$ cat src/core/mfs_pkg.sv
// shared constants and the sequencer state encoding for the measurement fifo sequencer
// assumes one clock domain; every user of these names writes mfs_pkg::name
package mfs_pkg;

  // ****************************************
  // sizes and item layout
  // ****************************************
  localparam int unsigned SLOT_COUNT   = 9;
  localparam int unsigned IDX_W        = 4;
  localparam int unsigned TAG_W        = 4;
  localparam int unsigned DATA_W       = 20;
  localparam int unsigned ITEM_W       = 24;
  localparam int unsigned ITEM_BYTES   = 3;
  localparam int unsigned TAG_LSB      = 20;
  localparam int unsigned DRIVER_COUNT = 3;
  localparam int unsigned ROUTE_W      = 2;
  localparam int unsigned CURRENT_W    = 8;
  localparam int unsigned PIN_W        = 4;
  localparam int unsigned DIODE_W      = 3;
  localparam int unsigned GAIN_W       = 4;
  localparam int unsigned WIDTH_W      = 2;

  // ****************************************
  // reset and encoding values
  // ****************************************
  localparam logic [IDX_W-1:0]     IDX_FIRST      = 4'h0;
  localparam logic [IDX_W-1:0]     IDX_ONE        = 4'h1;
  localparam logic [CURRENT_W-1:0] CURRENT_OFF    = 8'h00;
  localparam logic [ROUTE_W-1:0]   ROUTE_DEFAULT  = 2'h0;
  localparam logic [PIN_W-1:0]     PIN_NONE       = 4'h0;
  localparam logic [PIN_W-1:0]     PIN_BASE_A     = 4'h1;
  localparam logic [PIN_W-1:0]     PIN_BASE_B     = 4'h2;
  localparam logic [PIN_W-1:0]     PIN_BASE_C     = 4'h3;
  localparam logic [DIODE_W-1:0]   DIODE_CH1_DEF  = 3'h1;
  localparam logic [DIODE_W-1:0]   DIODE_CH1_ALT  = 3'h3;
  localparam logic [DIODE_W-1:0]   DIODE_CH2_DEF  = 3'h2;
  localparam logic [DIODE_W-1:0]   DIODE_CH2_ALT  = 3'h4;

  // ****************************************
  // sequencer states
  // ****************************************
  typedef enum logic [4:0] {
    ST_IDLE  = 5'h01,
    ST_SEEK  = 5'h02,
    ST_WAIT  = 5'h04,
    ST_PUSH1 = 5'h08,
    ST_PUSH2 = 5'h10
  } mfs_state_e;

endpackage : mfs_pkg

$ cat src/core/measurement_fifo_sequencer.sv
// sequencer that walks the enabled measurement slots each frame, starts one
// conversion per slot and pushes two tagged items per slot toward the data fifo
// assumes converter and fifo run on clk; frameStart and convDone are same-clock pulses
//
// Behaviour
// - enabled slots pushed ascending, tagged; disabled skipped
// - two items per slot: channel one, then two
// - after last slot, next frame restarts lowest
// - ambient off stores corrected exposure result
// - ambient on stores direct ambient sample
// - ambient slot ignores all driver routes
// - zero current makes driver route irrelevant
// - route zero: A pin1, B pin2
// - diode select zero: PD1 ch1, PD2 ch2
// - several drivers may pulse in one slot
// - each item is three bytes
`timescale 1ns/1ns
module measurement_fifo_sequencer (
  input  wire logic                                                   clk,
  input  wire logic                                                   resetn,
  input  wire logic                                                   frameStart,
  input  wire logic [mfs_pkg::SLOT_COUNT-1:0]                         slotEnable,
  input  wire logic [mfs_pkg::SLOT_COUNT-1:0]                         slotAmbientSelect,
  input  wire logic [mfs_pkg::SLOT_COUNT-1:0][mfs_pkg::DRIVER_COUNT-1:0][1:0] slotDriverRoute,
  input  wire logic [mfs_pkg::SLOT_COUNT-1:0][mfs_pkg::DRIVER_COUNT-1:0][7:0] slotDriverCurrent,
  input  wire logic [mfs_pkg::SLOT_COUNT-1:0]                         slotChannelOneDiodeSelect,
  input  wire logic [mfs_pkg::SLOT_COUNT-1:0]                         slotChannelTwoDiodeSelect,
  input  wire logic [mfs_pkg::SLOT_COUNT-1:0][mfs_pkg::GAIN_W-1:0]    slotGainRange,
  input  wire logic [mfs_pkg::SLOT_COUNT-1:0][mfs_pkg::WIDTH_W-1:0]   slotPulseWidth,
  input  wire logic                                                   convDone,
  input  wire logic [mfs_pkg::DATA_W-1:0]                             exposureChannelOne,
  input  wire logic [mfs_pkg::DATA_W-1:0]                             exposureChannelTwo,
  input  wire logic [mfs_pkg::DATA_W-1:0]                             ambientChannelOne,
  input  wire logic [mfs_pkg::DATA_W-1:0]                             ambientChannelTwo,
  input  wire logic                                                   pushReady,
  output logic                                                        convStart,
  output logic                                                        convAmbient,
  output logic [mfs_pkg::DRIVER_COUNT-1:0]                            driverOn,
  output logic [mfs_pkg::DRIVER_COUNT-1:0][7:0]                       driverCurrent,
  output logic [mfs_pkg::DRIVER_COUNT-1:0][3:0]                       driverPin,
  output logic [mfs_pkg::DIODE_W-1:0]                                 channelOneDiode,
  output logic [mfs_pkg::DIODE_W-1:0]                                 channelTwoDiode,
  output logic [mfs_pkg::GAIN_W-1:0]                                  convGainRange,
  output logic [mfs_pkg::WIDTH_W-1:0]                                 convPulseWidth,
  output logic                                                        pushValid,
  output logic [mfs_pkg::ITEM_W-1:0]                                  pushData,
  output logic                                                        pushChannelTwo,
  output logic                                                        busy
);

  // ****************************************
  // declarations
  // ****************************************
  mfs_pkg::mfs_state_e                                        state_r;
  logic [mfs_pkg::SLOT_COUNT-1:0]                             enSnap_r;
  logic [mfs_pkg::SLOT_COUNT-1:0]                             ambSnap_r;
  logic [mfs_pkg::SLOT_COUNT-1:0][mfs_pkg::DRIVER_COUNT-1:0][1:0] routeSnap_r;
  logic [mfs_pkg::SLOT_COUNT-1:0][mfs_pkg::DRIVER_COUNT-1:0][7:0] curSnap_r;
  logic [mfs_pkg::SLOT_COUNT-1:0]                             sel1Snap_r;
  logic [mfs_pkg::SLOT_COUNT-1:0]                             sel2Snap_r;
  logic [mfs_pkg::SLOT_COUNT-1:0][mfs_pkg::GAIN_W-1:0]        gainSnap_r;
  logic [mfs_pkg::SLOT_COUNT-1:0][mfs_pkg::WIDTH_W-1:0]       widthSnap_r;
  logic [mfs_pkg::IDX_W-1:0]                                  searchFrom_r;
  logic [mfs_pkg::IDX_W-1:0]                                  slot_r;
  logic [mfs_pkg::DATA_W-1:0]                                 second_r;
  logic [mfs_pkg::ITEM_W-1:0]                                 pushData_r;
  logic                                                       convStart_r;
  logic                                                       pickFound;
  logic [mfs_pkg::IDX_W-1:0]                                  pickIdx;
  logic [mfs_pkg::TAG_W-1:0]                                  tag;
  logic                                                       pushTake;

  // driver route plus per-driver base gives the led pin; off drivers show no pin
  function automatic logic [mfs_pkg::PIN_W-1:0] pinOf(
    input logic [mfs_pkg::PIN_W-1:0]   base,
    input logic [mfs_pkg::ROUTE_W-1:0] route,
    input logic                        on
  );
    logic [mfs_pkg::PIN_W-1:0] p;
    p = base + {2'h0, route};
    pinOf = on ? p : mfs_pkg::PIN_NONE;
  endfunction : pinOf

  assign tag       = slot_r + mfs_pkg::IDX_ONE;
  assign pushValid = (state_r == mfs_pkg::ST_PUSH1) || (state_r == mfs_pkg::ST_PUSH2);
  assign pushTake  = pushValid && pushReady;
  assign pushData  = pushData_r;
  assign pushChannelTwo = (state_r == mfs_pkg::ST_PUSH2);
  assign busy      = (state_r != mfs_pkg::ST_IDLE);
  assign convStart = convStart_r;

  mfs_slot_picker u_picker (
    .mask    (enSnap_r),
    .fromIdx (searchFrom_r),
    .found   (pickFound),
    .idx     (pickIdx)
  );

  // ****************************************
  // frame snapshot of slot settings
  // ****************************************
  // settings are copied only when a frame starts, so a mid-frame write cannot
  // reorder or half-apply a slot
  always_ff @(posedge clk)
  begin
    if (!resetn)
    begin
      enSnap_r    <= '0;
      ambSnap_r   <= '0;
      routeSnap_r <= '0;
      curSnap_r   <= '0;
      sel1Snap_r  <= '0;
      sel2Snap_r  <= '0;
      gainSnap_r  <= '0;
      widthSnap_r <= '0;
    end
    else if ((state_r == mfs_pkg::ST_IDLE) && frameStart)
    begin
      enSnap_r    <= slotEnable;
      ambSnap_r   <= slotAmbientSelect;
      routeSnap_r <= slotDriverRoute;
      curSnap_r   <= slotDriverCurrent;
      sel1Snap_r  <= slotChannelOneDiodeSelect;
      sel2Snap_r  <= slotChannelTwoDiodeSelect;
      gainSnap_r  <= slotGainRange;
      widthSnap_r <= slotPulseWidth;
    end
  end

  // ****************************************
  // sequencer
  // ****************************************
  always_ff @(posedge clk)
  begin
    if (!resetn)
    begin
      state_r      <= mfs_pkg::ST_IDLE;
      searchFrom_r <= mfs_pkg::IDX_FIRST;
      slot_r       <= mfs_pkg::IDX_FIRST;
    end
    else
    begin
      case (state_r)
        mfs_pkg::ST_IDLE:
        begin
          if (frameStart)
          begin
            searchFrom_r <= mfs_pkg::IDX_FIRST;
            state_r      <= mfs_pkg::ST_SEEK;
          end
        end
        mfs_pkg::ST_SEEK:
        begin
          if (pickFound)
          begin
            slot_r  <= pickIdx;
            state_r <= mfs_pkg::ST_WAIT;
          end
          else
          begin
            state_r <= mfs_pkg::ST_IDLE;
          end
        end
        mfs_pkg::ST_WAIT:
        begin
          if (convDone)
          begin
            state_r <= mfs_pkg::ST_PUSH1;
          end
        end
        mfs_pkg::ST_PUSH1:
        begin
          if (pushReady)
          begin
            state_r <= mfs_pkg::ST_PUSH2;
          end
        end
        mfs_pkg::ST_PUSH2:
        begin
          if (pushReady)
          begin
            searchFrom_r <= slot_r + mfs_pkg::IDX_ONE;
            state_r      <= mfs_pkg::ST_SEEK;
          end
        end
        default:
        begin
          state_r <= mfs_pkg::ST_IDLE;
        end
      endcase
    end
  end

  // ****************************************
  // conversion request and slot settings
  // ****************************************
  always_ff @(posedge clk)
  begin
    if (!resetn)
    begin
      convStart_r     <= 1'b0;
      convAmbient     <= 1'b0;
      driverOn        <= '0;
      driverCurrent   <= '0;
      driverPin       <= '0;
      channelOneDiode <= mfs_pkg::DIODE_CH1_DEF;
      channelTwoDiode <= mfs_pkg::DIODE_CH2_DEF;
      convGainRange   <= '0;
      convPulseWidth  <= '0;
    end
    else
    begin
      convStart_r <= (state_r == mfs_pkg::ST_SEEK) && pickFound;
      if ((state_r == mfs_pkg::ST_SEEK) && pickFound)
      begin
        convAmbient <= ambSnap_r[pickIdx];
        for (int d = 0; d < mfs_pkg::DRIVER_COUNT; d++)
        begin
          // each driver decided alone, so any mix may fire together
          driverOn[d] <= !ambSnap_r[pickIdx] &&
                         (curSnap_r[pickIdx][d] != mfs_pkg::CURRENT_OFF);
          driverCurrent[d] <= ambSnap_r[pickIdx] ? mfs_pkg::CURRENT_OFF
                                                 : curSnap_r[pickIdx][d];
        end
        driverPin[0] <= pinOf(mfs_pkg::PIN_BASE_A, routeSnap_r[pickIdx][0],
                              !ambSnap_r[pickIdx] &&
                              (curSnap_r[pickIdx][0] != mfs_pkg::CURRENT_OFF));
        driverPin[1] <= pinOf(mfs_pkg::PIN_BASE_B, routeSnap_r[pickIdx][1],
                              !ambSnap_r[pickIdx] &&
                              (curSnap_r[pickIdx][1] != mfs_pkg::CURRENT_OFF));
        driverPin[2] <= pinOf(mfs_pkg::PIN_BASE_C, routeSnap_r[pickIdx][2],
                              !ambSnap_r[pickIdx] &&
                              (curSnap_r[pickIdx][2] != mfs_pkg::CURRENT_OFF));
        channelOneDiode <= sel1Snap_r[pickIdx] ? mfs_pkg::DIODE_CH1_ALT
                                               : mfs_pkg::DIODE_CH1_DEF;
        channelTwoDiode <= sel2Snap_r[pickIdx] ? mfs_pkg::DIODE_CH2_ALT
                                               : mfs_pkg::DIODE_CH2_DEF;
        convGainRange   <= gainSnap_r[pickIdx];
        convPulseWidth  <= widthSnap_r[pickIdx];
      end
    end
  end

  // ****************************************
  // item assembly
  // ****************************************
  // tag in the top nibble, result below: one 24 bit item, three bytes to the host
  always_ff @(posedge clk)
  begin
    if (!resetn)
    begin
      pushData_r <= '0;
      second_r   <= '0;
    end
    else if ((state_r == mfs_pkg::ST_WAIT) && convDone)
    begin
      pushData_r <= {tag, ambSnap_r[slot_r] ? ambientChannelOne
                                            : exposureChannelOne};
      second_r   <= ambSnap_r[slot_r] ? ambientChannelTwo : exposureChannelTwo;
    end
    else if ((state_r == mfs_pkg::ST_PUSH1) && pushReady)
    begin
      pushData_r <= {tag, second_r};
    end
  end

  // ****************************************
  // checks
  // ****************************************
  logic [mfs_pkg::TAG_W-1:0] lastTag_r;
  always_ff @(posedge clk)
  begin
    if (!resetn || (state_r == mfs_pkg::ST_IDLE))
      lastTag_r <= '0;
    else if (pushTake && pushChannelTwo)
      lastTag_r <= pushData_r[mfs_pkg::ITEM_W-1:mfs_pkg::TAG_LSB];
  end

  a_tag_enabled: assert property (@(posedge clk) disable iff (!resetn)
    pushValid |-> enSnap_r[slot_r] && (pushData[23:20] == slot_r + 4'h1))
    else $error("pushed item tag wrong or slot disabled");

  a_tag_ascending: assert property (@(posedge clk) disable iff (!resetn)
    (pushValid && !pushChannelTwo) |-> (pushData[23:20] > lastTag_r))
    else $error("slot order not ascending in frame");

  a_pair_order: assert property (@(posedge clk) disable iff (!resetn)
    (pushTake && !pushChannelTwo) |=> pushValid && pushChannelTwo && $stable(slot_r)
      && (pushData[23:20] == $past(pushData[23:20])))
    else $error("second channel item missing after first");

  a_frame_restart: assert property (@(posedge clk) disable iff (!resetn)
    (state_r == mfs_pkg::ST_IDLE) && frameStart |=> (searchFrom_r == 4'h0))
    else $error("frame does not restart at lowest slot");

  a_result_source: assert property (@(posedge clk) disable iff (!resetn)
    (state_r == mfs_pkg::ST_WAIT) && convDone && !ambSnap_r[slot_r]
      |=> pushData[19:0] == $past(exposureChannelOne))
    else $error("exposure result not stored");

  a_ambient_source: assert property (@(posedge clk) disable iff (!resetn)
    (state_r == mfs_pkg::ST_WAIT) && convDone && ambSnap_r[slot_r]
      |=> pushData[19:0] == $past(ambientChannelOne))
    else $error("ambient sample not stored");

  a_ambient_drivers: assert property (@(posedge clk) disable iff (!resetn)
    convStart && convAmbient |-> (driverOn == 3'h0) && (driverPin == '0))
    else $error("driver active in ambient slot");

  a_zero_current: assert property (@(posedge clk) disable iff (!resetn)
    convStart && (driverCurrent[1] == 8'h00) |-> !driverOn[1] && (driverPin[1] == 4'h0))
    else $error("driver with zero current routed");

  a_route_zero: assert property (@(posedge clk) disable iff (!resetn)
    convStart && driverOn[0] && (routeSnap_r[slot_r][0] == 2'h0) |-> driverPin[0] == 4'h1)
    else $error("driver a default route not pin one");

  a_diode_default: assert property (@(posedge clk) disable iff (!resetn)
    convStart && !sel2Snap_r[slot_r] |-> channelTwoDiode == 3'h2)
    else $error("channel two default diode wrong");

  a_snap_stable: assert property (@(posedge clk) disable iff (!resetn)
    (state_r == mfs_pkg::ST_WAIT) |-> $stable(enSnap_r) && $stable(curSnap_r))
    else $error("settings changed inside a frame");

  c_two_drivers: cover property (@(posedge clk) disable iff (!resetn)
    convStart && driverOn[0] && driverOn[1]);
  c_ambient_push: cover property (@(posedge clk) disable iff (!resetn)
    pushTake && convAmbient);
  c_frame_wrap: cover property (@(posedge clk) disable iff (!resetn)
    (pushTake && pushChannelTwo) ##[1:3] (state_r == mfs_pkg::ST_IDLE));
  c_stalled_push: cover property (@(posedge clk) disable iff (!resetn)
    pushValid && !pushReady ##1 pushTake);

endmodule : measurement_fifo_sequencer

$ cat src/core/mfs_slot_picker.sv
// lowest enabled slot at or above a start index
// assumes a combinational caller on the same clock; no state here
`timescale 1ns/1ns
module mfs_slot_picker (
  input  wire logic [mfs_pkg::SLOT_COUNT-1:0] mask,
  input  wire logic [mfs_pkg::IDX_W-1:0]      fromIdx,
  output logic                                found,
  output logic [mfs_pkg::IDX_W-1:0]           idx
);

  // ****************************************
  // priority search, lowest index wins
  // ****************************************
  always_comb
  begin
    found = 1'b0;
    idx   = mfs_pkg::IDX_FIRST;
    for (int i = mfs_pkg::SLOT_COUNT - 1; i >= 0; i--)
    begin
      if (mask[i] && (i[mfs_pkg::IDX_W-1:0] >= fromIdx))
      begin
        found = 1'b1;
        idx   = i[mfs_pkg::IDX_W-1:0];
      end
    end
  end

endmodule : mfs_slot_picker

$ cat config.mk
export PLATFORM = sky130hd
export DESIGN_NAME = measurement_fifo_sequencer
export DESIGN_NICKNAME = d
export VERILOG_FILES = /design/src/core/mfs_pkg.sv /design/src/core/measurement_fifo_sequencer.sv /design/src/core/mfs_slot_picker.sv
export SDC_FILE = /design/constraint.sdc
export NUM_CORES = 1
export LEC_CHECK = 0
export ABC_AREA = 1
export BUFFER_PORTS_ARGS = -buffer_cell sky130_fd_sc_hd__buf_2
export CELL_PAD_IN_SITES_DETAIL_PLACEMENT = 1
export CELL_PAD_IN_SITES_GLOBAL_PLACEMENT = 2
export CORE_MARGIN = 4
export CORE_UTILIZATION = 31
export CTS_CLUSTER_DIAMETER = 120
export DETAILED_ROUTE_END_ITERATION = 6
export MAX_ROUTING_LAYER = met4
export PLACE_DENSITY = 0.95
export RECOVER_POWER = 50
export SLEW_MARGIN = 25
export SYNTH_ARGS = -nofsm -noshare
export SYNTH_HDL_FRONTEND = slang
export SYNTH_SLANG_ARGS = --single-unit
$ cat constraint.sdc
create_clock -name clk -period 4.5 [get_ports clk]
set_input_delay 0.45 -clock clk [delete_from_list [all_inputs] [get_ports clk]]
set_output_delay 0.45 -clock clk [all_outputs]
set_load 0.01 [all_outputs]
# [Word level (Yosys, flattened, before mapping)]
# Index checks and enable logic that the tools add are counted.
[op_classes] n_eq_ne=10 addsub=4 reduce_logical=26 n_lt_le_gt_ge=11 n_mux=55
[op_table] operator="$bmux W24 S4" n=1
[op_table] operator="$mux W24" n=3
[op_table] operator="$mux W4" n=12
[op_table] operator="$mux W20" n=2
[op_table] operator="$pmux W5 S5" n=1
[op_table] operator="$bmux W6 S4" n=1
[op_table] operator="$mux W8" n=3
[op_table] operator="$reduce_bool A8 Y1" n=3
[op_table] operator="$mux W5" n=4
[op_table] operator="$bmux W1 S4" n=4
[op_table] operator="$bmux W4 S4" n=1
[op_table] operator="$ge A3 B4 Y1 const A" n=4
[op_table] operator="$logic_and A1 B1 Y1" n=16
[op_table] operator="$mux W3" n=5
[op_table] operator="$mux W1" n=13
[op_table] operator="$lt A4 B5 Y1 const B" n=2
[op_table] operator="$bmux W2 S4" n=1
[op_table] operator="$ge A1 B4 Y1 const A" n=2
[op_table] operator="$ge A2 B4 Y1 const A" n=2
[op_table] operator="$ne A2 B2 Y1 const B" n=4
[op_table] operator="$pmux W4 S2" n=1
[op_table] operator="$add A2 B2 Y3 const A" n=2
[op_table] operator="$mux W6" n=1
[op_table] operator="$eq A5 B1 Y1 const B" n=1
[op_table] operator="15 further kinds" n=17
[word_totals] out_inout_bits=80 ff_bits=470 elab_cells=200

# [Logic depth before layout (Yosys ltp)]
# Gate-level depths: netlist of run 1.
[depth] ltp_word=16 depth_mapped=21

# [Hierarchy]
# Synthesis of run 1 repeated with hierarchy kept, for this count alone.
[unflattened] cells_unflattened=2890 area_unflattened_um2=20492.2
[modules_own_cells] mod="measurement_fifo_sequencer" area_per_inst_um2=20293.2 cells_per_inst=2852 n_inst=1 seq_area_each_um2=9288.9
[modules_own_cells] mod="mfs_slot_picker" area_per_inst_um2=198.9 cells_per_inst=38 n_inst=1 seq_area_each_um2=0.0

# [Worst setup path before layout of run 1]
# Ideal clock, no wire load.
[synth_path] kind="reg-to-reg" from="register searchFrom_r[3] (netlist bit)" to="register driverPin[9] (netlist bit)" period_less_slack_ps=2530 required_time_ps=4430 path_stages_with_launch=19 n_path_buf=5 setup_slack_ps=1970 t_arrival_ps=2460 cell_sequence="dfxtp_1 nor2_2 nand3_1 a21boi_1 buf_4 nand2_4 buf_6 buf_6 buf_2 buf_2 o21ai_0 o32ai_1 nor2_1 o22ai_1 inv_1 ha_1 inv_1 nand3_1 a21oi_1"
[synth_between] elab_chain_cells=16
[synth_rtl] item="start: declaration" line="measurement_fifo_sequencer.sv:63" text="logic [mfs_pkg::IDX_W-1:0] searchFrom_r;"
[synth_rtl] item="start signal: assignment" line="measurement_fifo_sequencer.sv:138" text="searchFrom_r <= mfs_pkg::IDX_FIRST;"
[synth_rtl] item="start signal: assignment" line="measurement_fifo_sequencer.sv:148" text="searchFrom_r <= mfs_pkg::IDX_FIRST;"
[synth_rtl] item="start signal: assignment" line="measurement_fifo_sequencer.sv:182" text="searchFrom_r <= slot_r + mfs_pkg::IDX_ONE;"
[synth_rtl] item="$ge A4 B4 Y1" line="mfs_slot_picker.sv:20" text="if (mask[i] && (i[mfs_pkg::IDX_W-1:0] >= fromIdx))"
[synth_rtl] item="$logic_and A1 B1 Y1" line="mfs_slot_picker.sv:20"
[synth_rtl] item="$mux W4 (9 in a row)" line="mfs_slot_picker.sv:20"
[synth_rtl] item="$bmux W24 S4 / $bmux W1 S4 (equally long branches)" line="measurement_fifo_sequencer.sv:233, measurement_fifo_sequencer.sv:232"
[synth_rtl] item="$mux W24 (not written as such) / $mux W1 (equally long branches)" line="measurement_fifo_sequencer.sv:233, measurement_fifo_sequencer.sv:232"
[synth_rtl] item="$reduce_bool A8 Y1 / $logic_not A1 Y1 (equally long branches)" line="measurement_fifo_sequencer.sv:233, measurement_fifo_sequencer.sv:232"
[synth_rtl] item="$logic_and A1 B1 Y1" line="measurement_fifo_sequencer.sv:232" text="!ambSnap_r[pickIdx] &&"
[synth_rtl] item="$mux W3" line="measurement_fifo_sequencer.sv:81" text="pinOf = on ? p : mfs_pkg::PIN_NONE;"
[synth_rtl] item="end: declaration" line="measurement_fifo_sequencer.sv:40" text="output logic [mfs_pkg::DRIVER_COUNT-1:0][3:0] driverPin,"
# Several ways; a longest one is shown, not always the timed one. The select of a mux whose other input is x is not followed.
# A chain may end at the register's enable or synchronous reset.

# [Worst setup path in the final report of run 1]
[layout_path] from="input port resetn" to="register second_r[6] (netlist bit)"
[layout_lines] item="start: declaration" line="measurement_fifo_sequencer.sv:20" text="input wire logic resetn,"
[layout_lines] item="end signal: assignment" line="measurement_fifo_sequencer.sv:259" text="second_r <= ambSnap_r[slot_r] ? ambientChannelTwo : exposureChannelTwo;"
[layout_lines] item="end: declaration" line="measurement_fifo_sequencer.sv:65" text="logic [mfs_pkg::DATA_W-1:0] second_r;"
# No word-level cell between the ends.

==> impl_summary.md, run 1 <==
Layout
At the end of the flow the core is filled with cells to 0.383. Relative to the synthesized area, the layout overhead comes to 22.5%. In the layout the commonest cells are sky130_fd_sc_hd__a21oi_1, sky130_fd_sc_hd__dfxtp_1, sky130_fd_sc_hd__buf_2. Leaving out fill and tap cells, the most frequent cell in the layout is sky130_fd_sc_hd__a21oi_1. In the final layout, the share of cells above drive strength 1 is 0.175. The net count of the finished layout is 3,714.

Logic synthesis
Counting flops and latches in the post-synthesis netlist gives 464. The share of the Yosys chip area taken by registers is 0.453. The total standard cell area after synthesis is slightly above 20,000 um2. In the synthesized netlist, the number of instances is between 2,000 and 3,000. Yosys mapped the design onto 38 distinct sky130hd cell types.

The synthesized area per cell is approximately 7.0 um2. The number of synthesis warnings is 0. Counting flops with a built-in enable in the synthesized netlist gives 0.

The share of synthesized registers carrying an async set or reset is 0. The most used flip-flop cell after synthesis is sky130_fd_sc_hd__dfxtp_1.

STA
Between clock sinks in the finished design, the worst skew comes to ~0.016 ns. Summed over all failing endpoints, the final setup total negative slack is 0 ns. The clock period could shrink to 3.77 ns. At the pin with the least slew margin, the transition time is ~2.1 ns. Setup violations remaining at the end of the flow were counted as 0.

The relative slew slack is -0.381. The minimum hold slack is between 0.1 and 0.15 ns. The part of the cycle the worst path needs is 0.837. Setup repair after global routing left no endpoint under its margin. The number of max-slew violations in the final report is 411. Derived from the worst setup path, the maximum achievable clock frequency is ~270 MHz.

The hold violation count in the final report came to 0.

Pwr
The fraction of power spent switching nets is 0.395. The power spent charging and discharging nets is approximately 5.7 mW. The peak ir drop on the vdd network is between 300 and 400 uV. Of the total power, the clock network draws 0.307. The areal power density over the cells is ~580 nW/um2. The internal power of the cells totals roughly 8.8 mW. The part of the total power dissipated in combinational logic is 0.357. The total power after layout is ~14 mW. Of the total power, registers draw 0.336. The reported leakage power is roughly 10 nW.

Detailed routing
The detail route stage leaves a number of antenna-violating nets equal to 0. The total vias in the final route is between 20,000 and 25,000. The detailed router finished its first iteration with between 1,500 and 2,000 violations.

The routed wire length is ~90 mm. The detailed-route DRC error count is 0. The pre-antenna-repair detailed-routing pass consisted of 5 iterations. The detailed-route vias per instance is 5.15. After detailed routing, the average wire length per cell comes to approximately 21 um.

Critical path
The capturing element of the worst setup path is second_r[6]$_SDFFE_PN0P_. The critical path goes through clkbuf_2, clkinvlp_4, clkbuf_2, a21oi_1. STA classifies the critical path startpoint as an input pin.

For this run, the slowest stage of the critical path takes 1.83 ns. The endpoint identified for the worst register-to-register timing path is curSnap_r[149]$_SDFFE_PN0P_. Counting cells, the worst reg-to-reg path comes to 7. The startpoint identified for the worst register-to-register timing path is state_r[4]$_SDFFE_PN0P_. STA classifies the critical path endpoint as a register.

Tracing the worst setup path back leads to its startpoint at resetn. The kind of cell with the highest combined delay along the critical path is buffers and inverters. The setup slack of the worst register-to-register path is 0.91 ns.

The critical path arrival is roughly 4.3 ns. The class of the most critical setup path is input pin to register. The buffers plus inverters on the worst setup path is 3. STA puts the critical path data required time at around 5.0 ns. The cell repeated most along the worst path is sky130_fd_sc_hd__clkbuf_2.

The largest individual stage delay along the critical path comes from the cell sky130_fd_sc_hd__clkinvlp_4. The critical path crosses 4 cells after its start point. Along the worst path, the maximum fanout reaches between 100 and 150.

Placement
Input and output buffers added on the ports amount to 518. The detailed placer's ending HPWL is around 63 mm. Routability-driven placement finished with a final weighted congestion of between 0.8 and 0.9.

GRT
The via count of the first global-routing pass was between 20,000 and 25,000. For this run, the total global-route usage over all layers was measured as 0.244. The number of antenna violations at the first check in global routing is 32. For this run the aggregate overflow at the end of global routing stands at 0. Entering global routing, the biggest net connects 219 pins. The first global-routing pass estimated between 100 and 150 mm of wire.

CTS
The H-tree was split into 2 levels. The master cell of the clock root buffer is sky130_fd_sc_hd__clkbuf_16. The CTS tree is done.

The worst-skew pair later-pin latency is between 0.6 and 0.7 ns. The number of clock sinks is about 460. The post-cts resize count is 0. The hold buffer count at cts is 0. Counting the buffers created by CTS gives between 50 and 60. Clock-pin slew was measured on the worst setup and hold paths at approximately 0.060 ns. The buffers inserted during post-CTS setup optimization is 0.

No sink is reached through more buffers than the 3 on the longest clock path.

Floorplan
The die extent in y is ~270 um. For this configuration, the core starts out at a cell density of 0.313. The number of rows created at floorplan is 94. In this run the count of I/O pins placed on the die edge is between 500 and 600.

The die is 265 um wide. The placeable core area is between 60,000 and 70,000 um2. The total die area is 70,400 um2.

Hold path
The path class of the tightest hold or removal check is input pin to register.

Status
The final reports fail on max-capacitance violations, max-slew violations. The flow ran to the end, but the final reports show violations.

Flow run
The number of violations of the max-capacitance limit is 3.
==> flip-flops by register name, indices dropped and copies added, names as in the netlist, 5 cells and up <==
name,count
gainSnap_r,36
driverCurrent,24
second_r,20
driverPin,9
widthSnap_r,18
ambSnap_r,9
sel1Snap_r,9
state_r,5
curSnap_r,216
pushData,24
sel2Snap_r,9
routeSnap_r,54
enSnap_r,9
==> final cells by class <==
cell class	count	area [um2]
Clock inverter	15	248
Timing Repair Buffer	547	2750
Sequential cell	464	9290
Antenna cell	28	70.1
Fill cell	8367	40500
Inverter	278	1050
Tap cell	864	1080
Multi-Input combinational cell	1923	9130
Clock buffer	76	1500
==> layer usage <==
layer	up-vias	GRT usage	routed length, um
li1	10500	-	-
met1	10400	0.303	37400
met2	611	0.397	42500
met3	118	0.0540	5840
met4	0	0.0744	2080
met5	-	-	0
==> worst min-delay path: stages <==
cell and delay, ns:
sky130_fd_sc_hd__buf_2 0.10, sky130_fd_sc_hd__nand3_1 0.07, sky130_fd_sc_hd__a21oi_1 0.06
==> power groups by stage <==
stage | logic (mW) | registers (mW) | clock network (mW)
after detailed placement | 5.18 | 4.96 | 0
after CTS | 5.21 | 4.87 | 4.52
final | 5.17 | 4.88 | 4.45
after floorplan | 3.49 | 4.90 | 0
after global routing | 5.75 | 4.93 | 4.71
after global placement | 5.14 | 4.94 | 0
==> cells by family after synthesis <==
family	count (synthesis)	share of synthesized area
and+or+nand+nor	1008	0.214
AOI/OAI and AO/OA	904	0.225
buffers and inverters	531	0.105
DFF	464	0.453
adders and majority gates	3	0.00183
xor gates and xnor gates	2	0.000854
other	2	0.000366
==> how the worst min path moves through the flow <==
stage / from / end / slack (ns) / cells after the start
5_1_grt: slotDriverRoute[20] / routeSnap_r[20]$_SDFFE_PN0P_ / 0.11 / 3
3_3_place_gp: gainSnap_r[1]$_SDFFE_PN0P_ / gainSnap_r[1]$_SDFFE_PN0P_ / 0.44 / 2
2_1_floorplan: gainSnap_r[35]$_SDFFE_PN0P_ / gainSnap_r[35]$_SDFFE_PN0P_ / 0.42 / 2
3_5_place_dp: gainSnap_r[27]$_SDFFE_PN0P_ / gainSnap_r[27]$_SDFFE_PN0P_ / 0.45 / 2
4_1_cts: slotDriverCurrent[96] / curSnap_r[96]$_SDFFE_PN0P_ / 0.09 / 3
6_report: slotDriverCurrent[96] / curSnap_r[96]$_SDFFE_PN0P_ / 0.12 / 3
==> cell usage after synthesis, types with 2 or more instances <==
| cell type | count | area share |
|---|---|---|
| sky130_fd_sc_hd__buf_6 | 6 | 0.0033 |
| sky130_fd_sc_hd__nand4_1 | 9 | 0.0027 |
| sky130_fd_sc_hd__o211ai_1 | 6 | 0.0022 |
| sky130_fd_sc_hd__a32oi_1 | 4 | 0.0017 |
| sky130_fd_sc_hd__a21oi_1 | 483 | 0.12 |
| sky130_fd_sc_hd__o22ai_1 | 3 | 0.00092 |
| sky130_fd_sc_hd__nand2_2 | 2 | 0.00061 |
| sky130_fd_sc_hd__a211oi_1 | 2 | 0.00073 |
| sky130_fd_sc_hd__o21ai_0 | 337 | 0.082 |
| sky130_fd_sc_hd__buf_4 | 17 | 0.0062 |
| sky130_fd_sc_hd__inv_2 | 9 | 0.0016 |
| sky130_fd_sc_hd__nor4_1 | 2 | 0.00061 |
| sky130_fd_sc_hd__nor3_1 | 3 | 0.00073 |
| sky130_fd_sc_hd__nand2_1 | 414 | 0.076 |
| sky130_fd_sc_hd__buf_1 | 7 | 0.0013 |
| sky130_fd_sc_hd__o21ai_1 | 40 | 0.0098 |
| sky130_fd_sc_hd__conb_1 | 2 | 0.00037 |
| sky130_fd_sc_hd__nor2_2 | 3 | 0.00092 |
| sky130_fd_sc_hd__buf_2 | 35 | 0.0085 |
| sky130_fd_sc_hd__inv_1 | 267 | 0.049 |
| sky130_fd_sc_hd__ha_1 | 3 | 0.0018 |
| sky130_fd_sc_hd__clkbuf_1 | 188 | 0.034 |
| sky130_fd_sc_hd__clkinv_1 | 2 | 0.00037 |
| sky130_fd_sc_hd__a31oi_1 | 20 | 0.0061 |
| sky130_fd_sc_hd__nand3_1 | 439 | 0.11 |
| sky130_fd_sc_hd__o32ai_1 | 4 | 0.0017 |
| sky130_fd_sc_hd__nor2_1 | 133 | 0.024 |
| sky130_fd_sc_hd__dfxtp_1 | 464 | 0.45 |
==> per-stage QoR <==
stage                     cells  cell area (um2)  setup slack, ns
after floorplan            2918            20500             1.97
after global placement     4076            23400             1.16
after detailed placement   4076            23400             1.09
after CTS                  4167            25200             1.05
after global routing       4191            25100            0.416
final                      4195            25100            0.732
Note: power is estimated with default switching activity, not from simulation.
==> run 2, diff against run 1 <==
Settings changed: CORE_UTILIZATION 31 to 29, PLACE_DENSITY 0.95 to 0.91.
Clock period 4.5 ns to 3.8 ns, I/O delays scaled along.
==> run 2 against run 1 <==
  * The run now ends clean
  * Total power up 20%
  * Register-to-register slack worse by 0.35 ns
  * Cell count up 2.0%
  * Final area up 0.98%
  * Setup slack worse by 0.17 ns
  * Via count up 0.71%
  * Critical endpoint is now routeSnap_r[48]$_SDFFE_PN0P_
  * Largest cell class unchanged
  * Largest power group unchanged
==> impl_summary.md, run 2 (synthesis gave the netlist of run 1 again) <==
GRT
The via count of the first global-routing pass is 21,700. Entering global routing, the biggest net connects about 140 pins. The first-pass GRT wire length is around 130 mm.

The number of antenna violations at the first check in global routing came to 32. For this run the aggregate overflow at the end of global routing stands at 0. The overall global routing resource usage is 0.236.

Pwr
The analysis attributes to net switching a power of just under 7 mW. The cell internal power dissipation is 10.4 mW. Across the VDD grid, the largest voltage drop is approximately 410 uV.

Dividing total power by cell area gives a power density of between 600 and 700 nW/um2. Of the total power, the clock network draws 0.306. The share of total power dissipated in sequential elements is 0.333. The part of the total power dissipated in combinational logic is 0.361. The total power after layout is 17.3 mW. For this design the static power due to leakage is approximately 10 nW.

The fraction of power spent switching nets is 0.399.

STA
The final count of negative-setup-slack endpoints is 0. The post-layout minimum cycle time is ~3.2 ns. The worst pin sits at a relative slew slack of 0.0149. Static timing analysis puts the maximum clock frequency at 308 MHz. The hold violation count in the final report was 0. The number of max-slew violations in the final report is 0. Setup repair after global routing left no endpoint under its margin. At the pin with the least slew margin, the transition time is approximately 1.5 ns. The worst setup margin is between 0.5 and 0.6 ns. The largest clock skew in the final design is 0.0268 ns. Setup total negative slack on the finished layout was measured at 0 ns. In the finished design, the share of the clock period the worst path needs comes to 0.853.

Floorplan
The floorplan has just under 100 rows. During I/O placement, the number of pins put on the boundary was about 530. The total die area is 75,100 um2. The width of the die is approximately 270 um. The die is 274 um tall. The starting utilization of the core area is 0.293. The floorplan step defined a core boundary enclosing 70,000 um2.

CTS
The clock net in this run drives a total of 464 sinks. Post-CTS timing repair inserted 0 buffers for setup. The tree is rooted in a sky130_fd_sc_hd__clkbuf_16. TritonCTS created 53 clock buffers. The maximum level of the CTS H-tree is 2. The clock-pin slew on the worst setup and hold paths is 0.06 ns. The number of hold buffers added after CTS was 1. TritonCTS built the clock tree. The post-cts resize count is 0. In this run the deepest clock path goes through 3 buffers.

The worst-skew pair later-pin latency is slightly above 0.6 ns.

Critical path
The critical path arrival is between 3 and 4 ns. The cell depth of the worst flop-to-flop path is 7. The worst setup path is launched from a register. Of all nets on the critical path, the largest fanout is 103. The endpoint class of the critical path is a register.

Data on the critical path is required at its endpoint by around 4.3 ns. The critical path in this run is classified as register to register.

Placement
The post-placement setup slack is ~0.67 ns. The post-placement cell count is roughly 4,200. The final weighted congestion in routability-driven placement is around 0.87. Detailed placement ended at an HPWL of 65.2 mm.

In this run the tool buffered the top-level ports with between 500 and 600 buffer cells.

Detailed routing
In the final routed layout, each cell accounts on average for about 21 um. The routed layout has about 22,000 vias. The detailed-route DRC error count is 0. The number of routed nets with antenna violations is 0. The number of detailed-routing iterations run before antenna repair is 5. The routed wire length is around 90 mm. The number of design-rule violations left by the first detailed-router iteration is between 1,500 and 2,000. Dividing the detail-routed via count by the number of cells gives approximately 5.

Layout
The proportion of layout cells with a drive suffix above 1 is 0.175. The largest registers in the layout are curSnap_r (216), routeSnap_r (54), gainSnap_r (36). In the layout the commonest cells are sky130_fd_sc_hd__a21oi_1, sky130_fd_sc_hd__dfxtp_1, sky130_fd_sc_hd__buf_2. More flip-flops sit in one register than any other, and that register is curSnap_r. The non-filler instance count after layout is ~4,300.

The flip-flop count of the largest register after layout is about 220. The library cell used most frequently in the layout, excluding fill and tap cells, is sky130_fd_sc_hd__a21oi_1. The layout overhead on the synthesized area is 23.7%.

The final layout contains ~3,700 nets.

Status
The flow ran to the end, and the final reports show no timing, DRC or antenna violations.

Hold path
The number of instances on the worst hold path is 3. The type of the tightest min-delay check is input pin to register.

Flow run
The number of violations of the max-capacitance limit is 0.
[run 2: cell types whose count changed in the layout (fill, tap and decap cells not counted), sizes merged]
cell	change
buf	+4
clkbuf	+3
clkinv	+4
clkinvlp	-3
diode	-9
dlygate4sd3	+1
inv	+6
[run 2: layout make-up]
class | instances | area (um2)
Sequential cell | 464 | 9290
Fill cell | 8926 | 44700
Clock buffer | 70 | 1460
Clock inverter | 22 | 295
Inverter | 278 | 1050
Tap cell | 940 | 1180
Timing Repair Buffer | 561 | 2920
Multi-Input combinational cell | 1923 | 9140
Antenna cell | 19 | 47.5
[run 2: per-layer routing]
layer  wire [um]  GRT usage  up-vias
met4        3720     0.0918        0
met3        6550     0.0545      179
li1            -          -    10500
met1       37100      0.284    10400
met5           0          -        -
met2       42500      0.384      668
[run 2: critical path: stages (launching register included)]
cell,delay [ns]
sky130_fd_sc_hd__dfxtp_1,0.32
sky130_fd_sc_hd__nor2_1,0.19
sky130_fd_sc_hd__nand4_1,0.29
sky130_fd_sc_hd__inv_4,0.47
sky130_fd_sc_hd__nand2_4,0.44
sky130_fd_sc_hd__clkbuf_4,0.70
sky130_fd_sc_hd__o21ai_0,0.48
sky130_fd_sc_hd__a21oi_1,0.07
[run 2: power by group through the flow]
stage | Combinational, mW | Clock, mW | Sequential, mW
after global routing | 6.99 | 5.62 | 5.83
after global placement | 6.22 | 0 | 5.85
after floorplan | 4.13 | 0 | 5.81
after CTS | 6.33 | 5.43 | 5.77
final | 6.26 | 5.30 | 5.77
after detailed placement | 6.29 | 0 | 5.87
[run 2: path summary, 6_finish.rpt]
path	startpoint	to	slack, ns
worst max-delay path	state_r[2]$_SDFFE_PN0P_	routeSnap_r[48]$_SDFFE_PN0P_	0.56
worst min-delay path	slotGainRange[33]	gainSnap_r[33]$_SDFFE_PN0P_	0.03
worst max register to register	state_r[2]$_SDFFE_PN0P_	routeSnap_r[48]$_SDFFE_PN0P_	0.56
worst min register to register	curSnap_r[173]$_SDFFE_PN0P_	curSnap_r[173]$_SDFFE_PN0P_	0.46
[run 2: per-stage QoR]
step / hold WS (ns) / instance area [um2] / utilization
global placement: 0.441 / 23700 / 0.339
floorplan: 0.425 / 20500 / -
detailed placement: 0.449 / 23700 / 0.339
global route: 0.0179 / 25400 / 0.362
finish: 0.0293 / 25400 / 0.362
CTS: 0.00279 / 25500 / 0.364
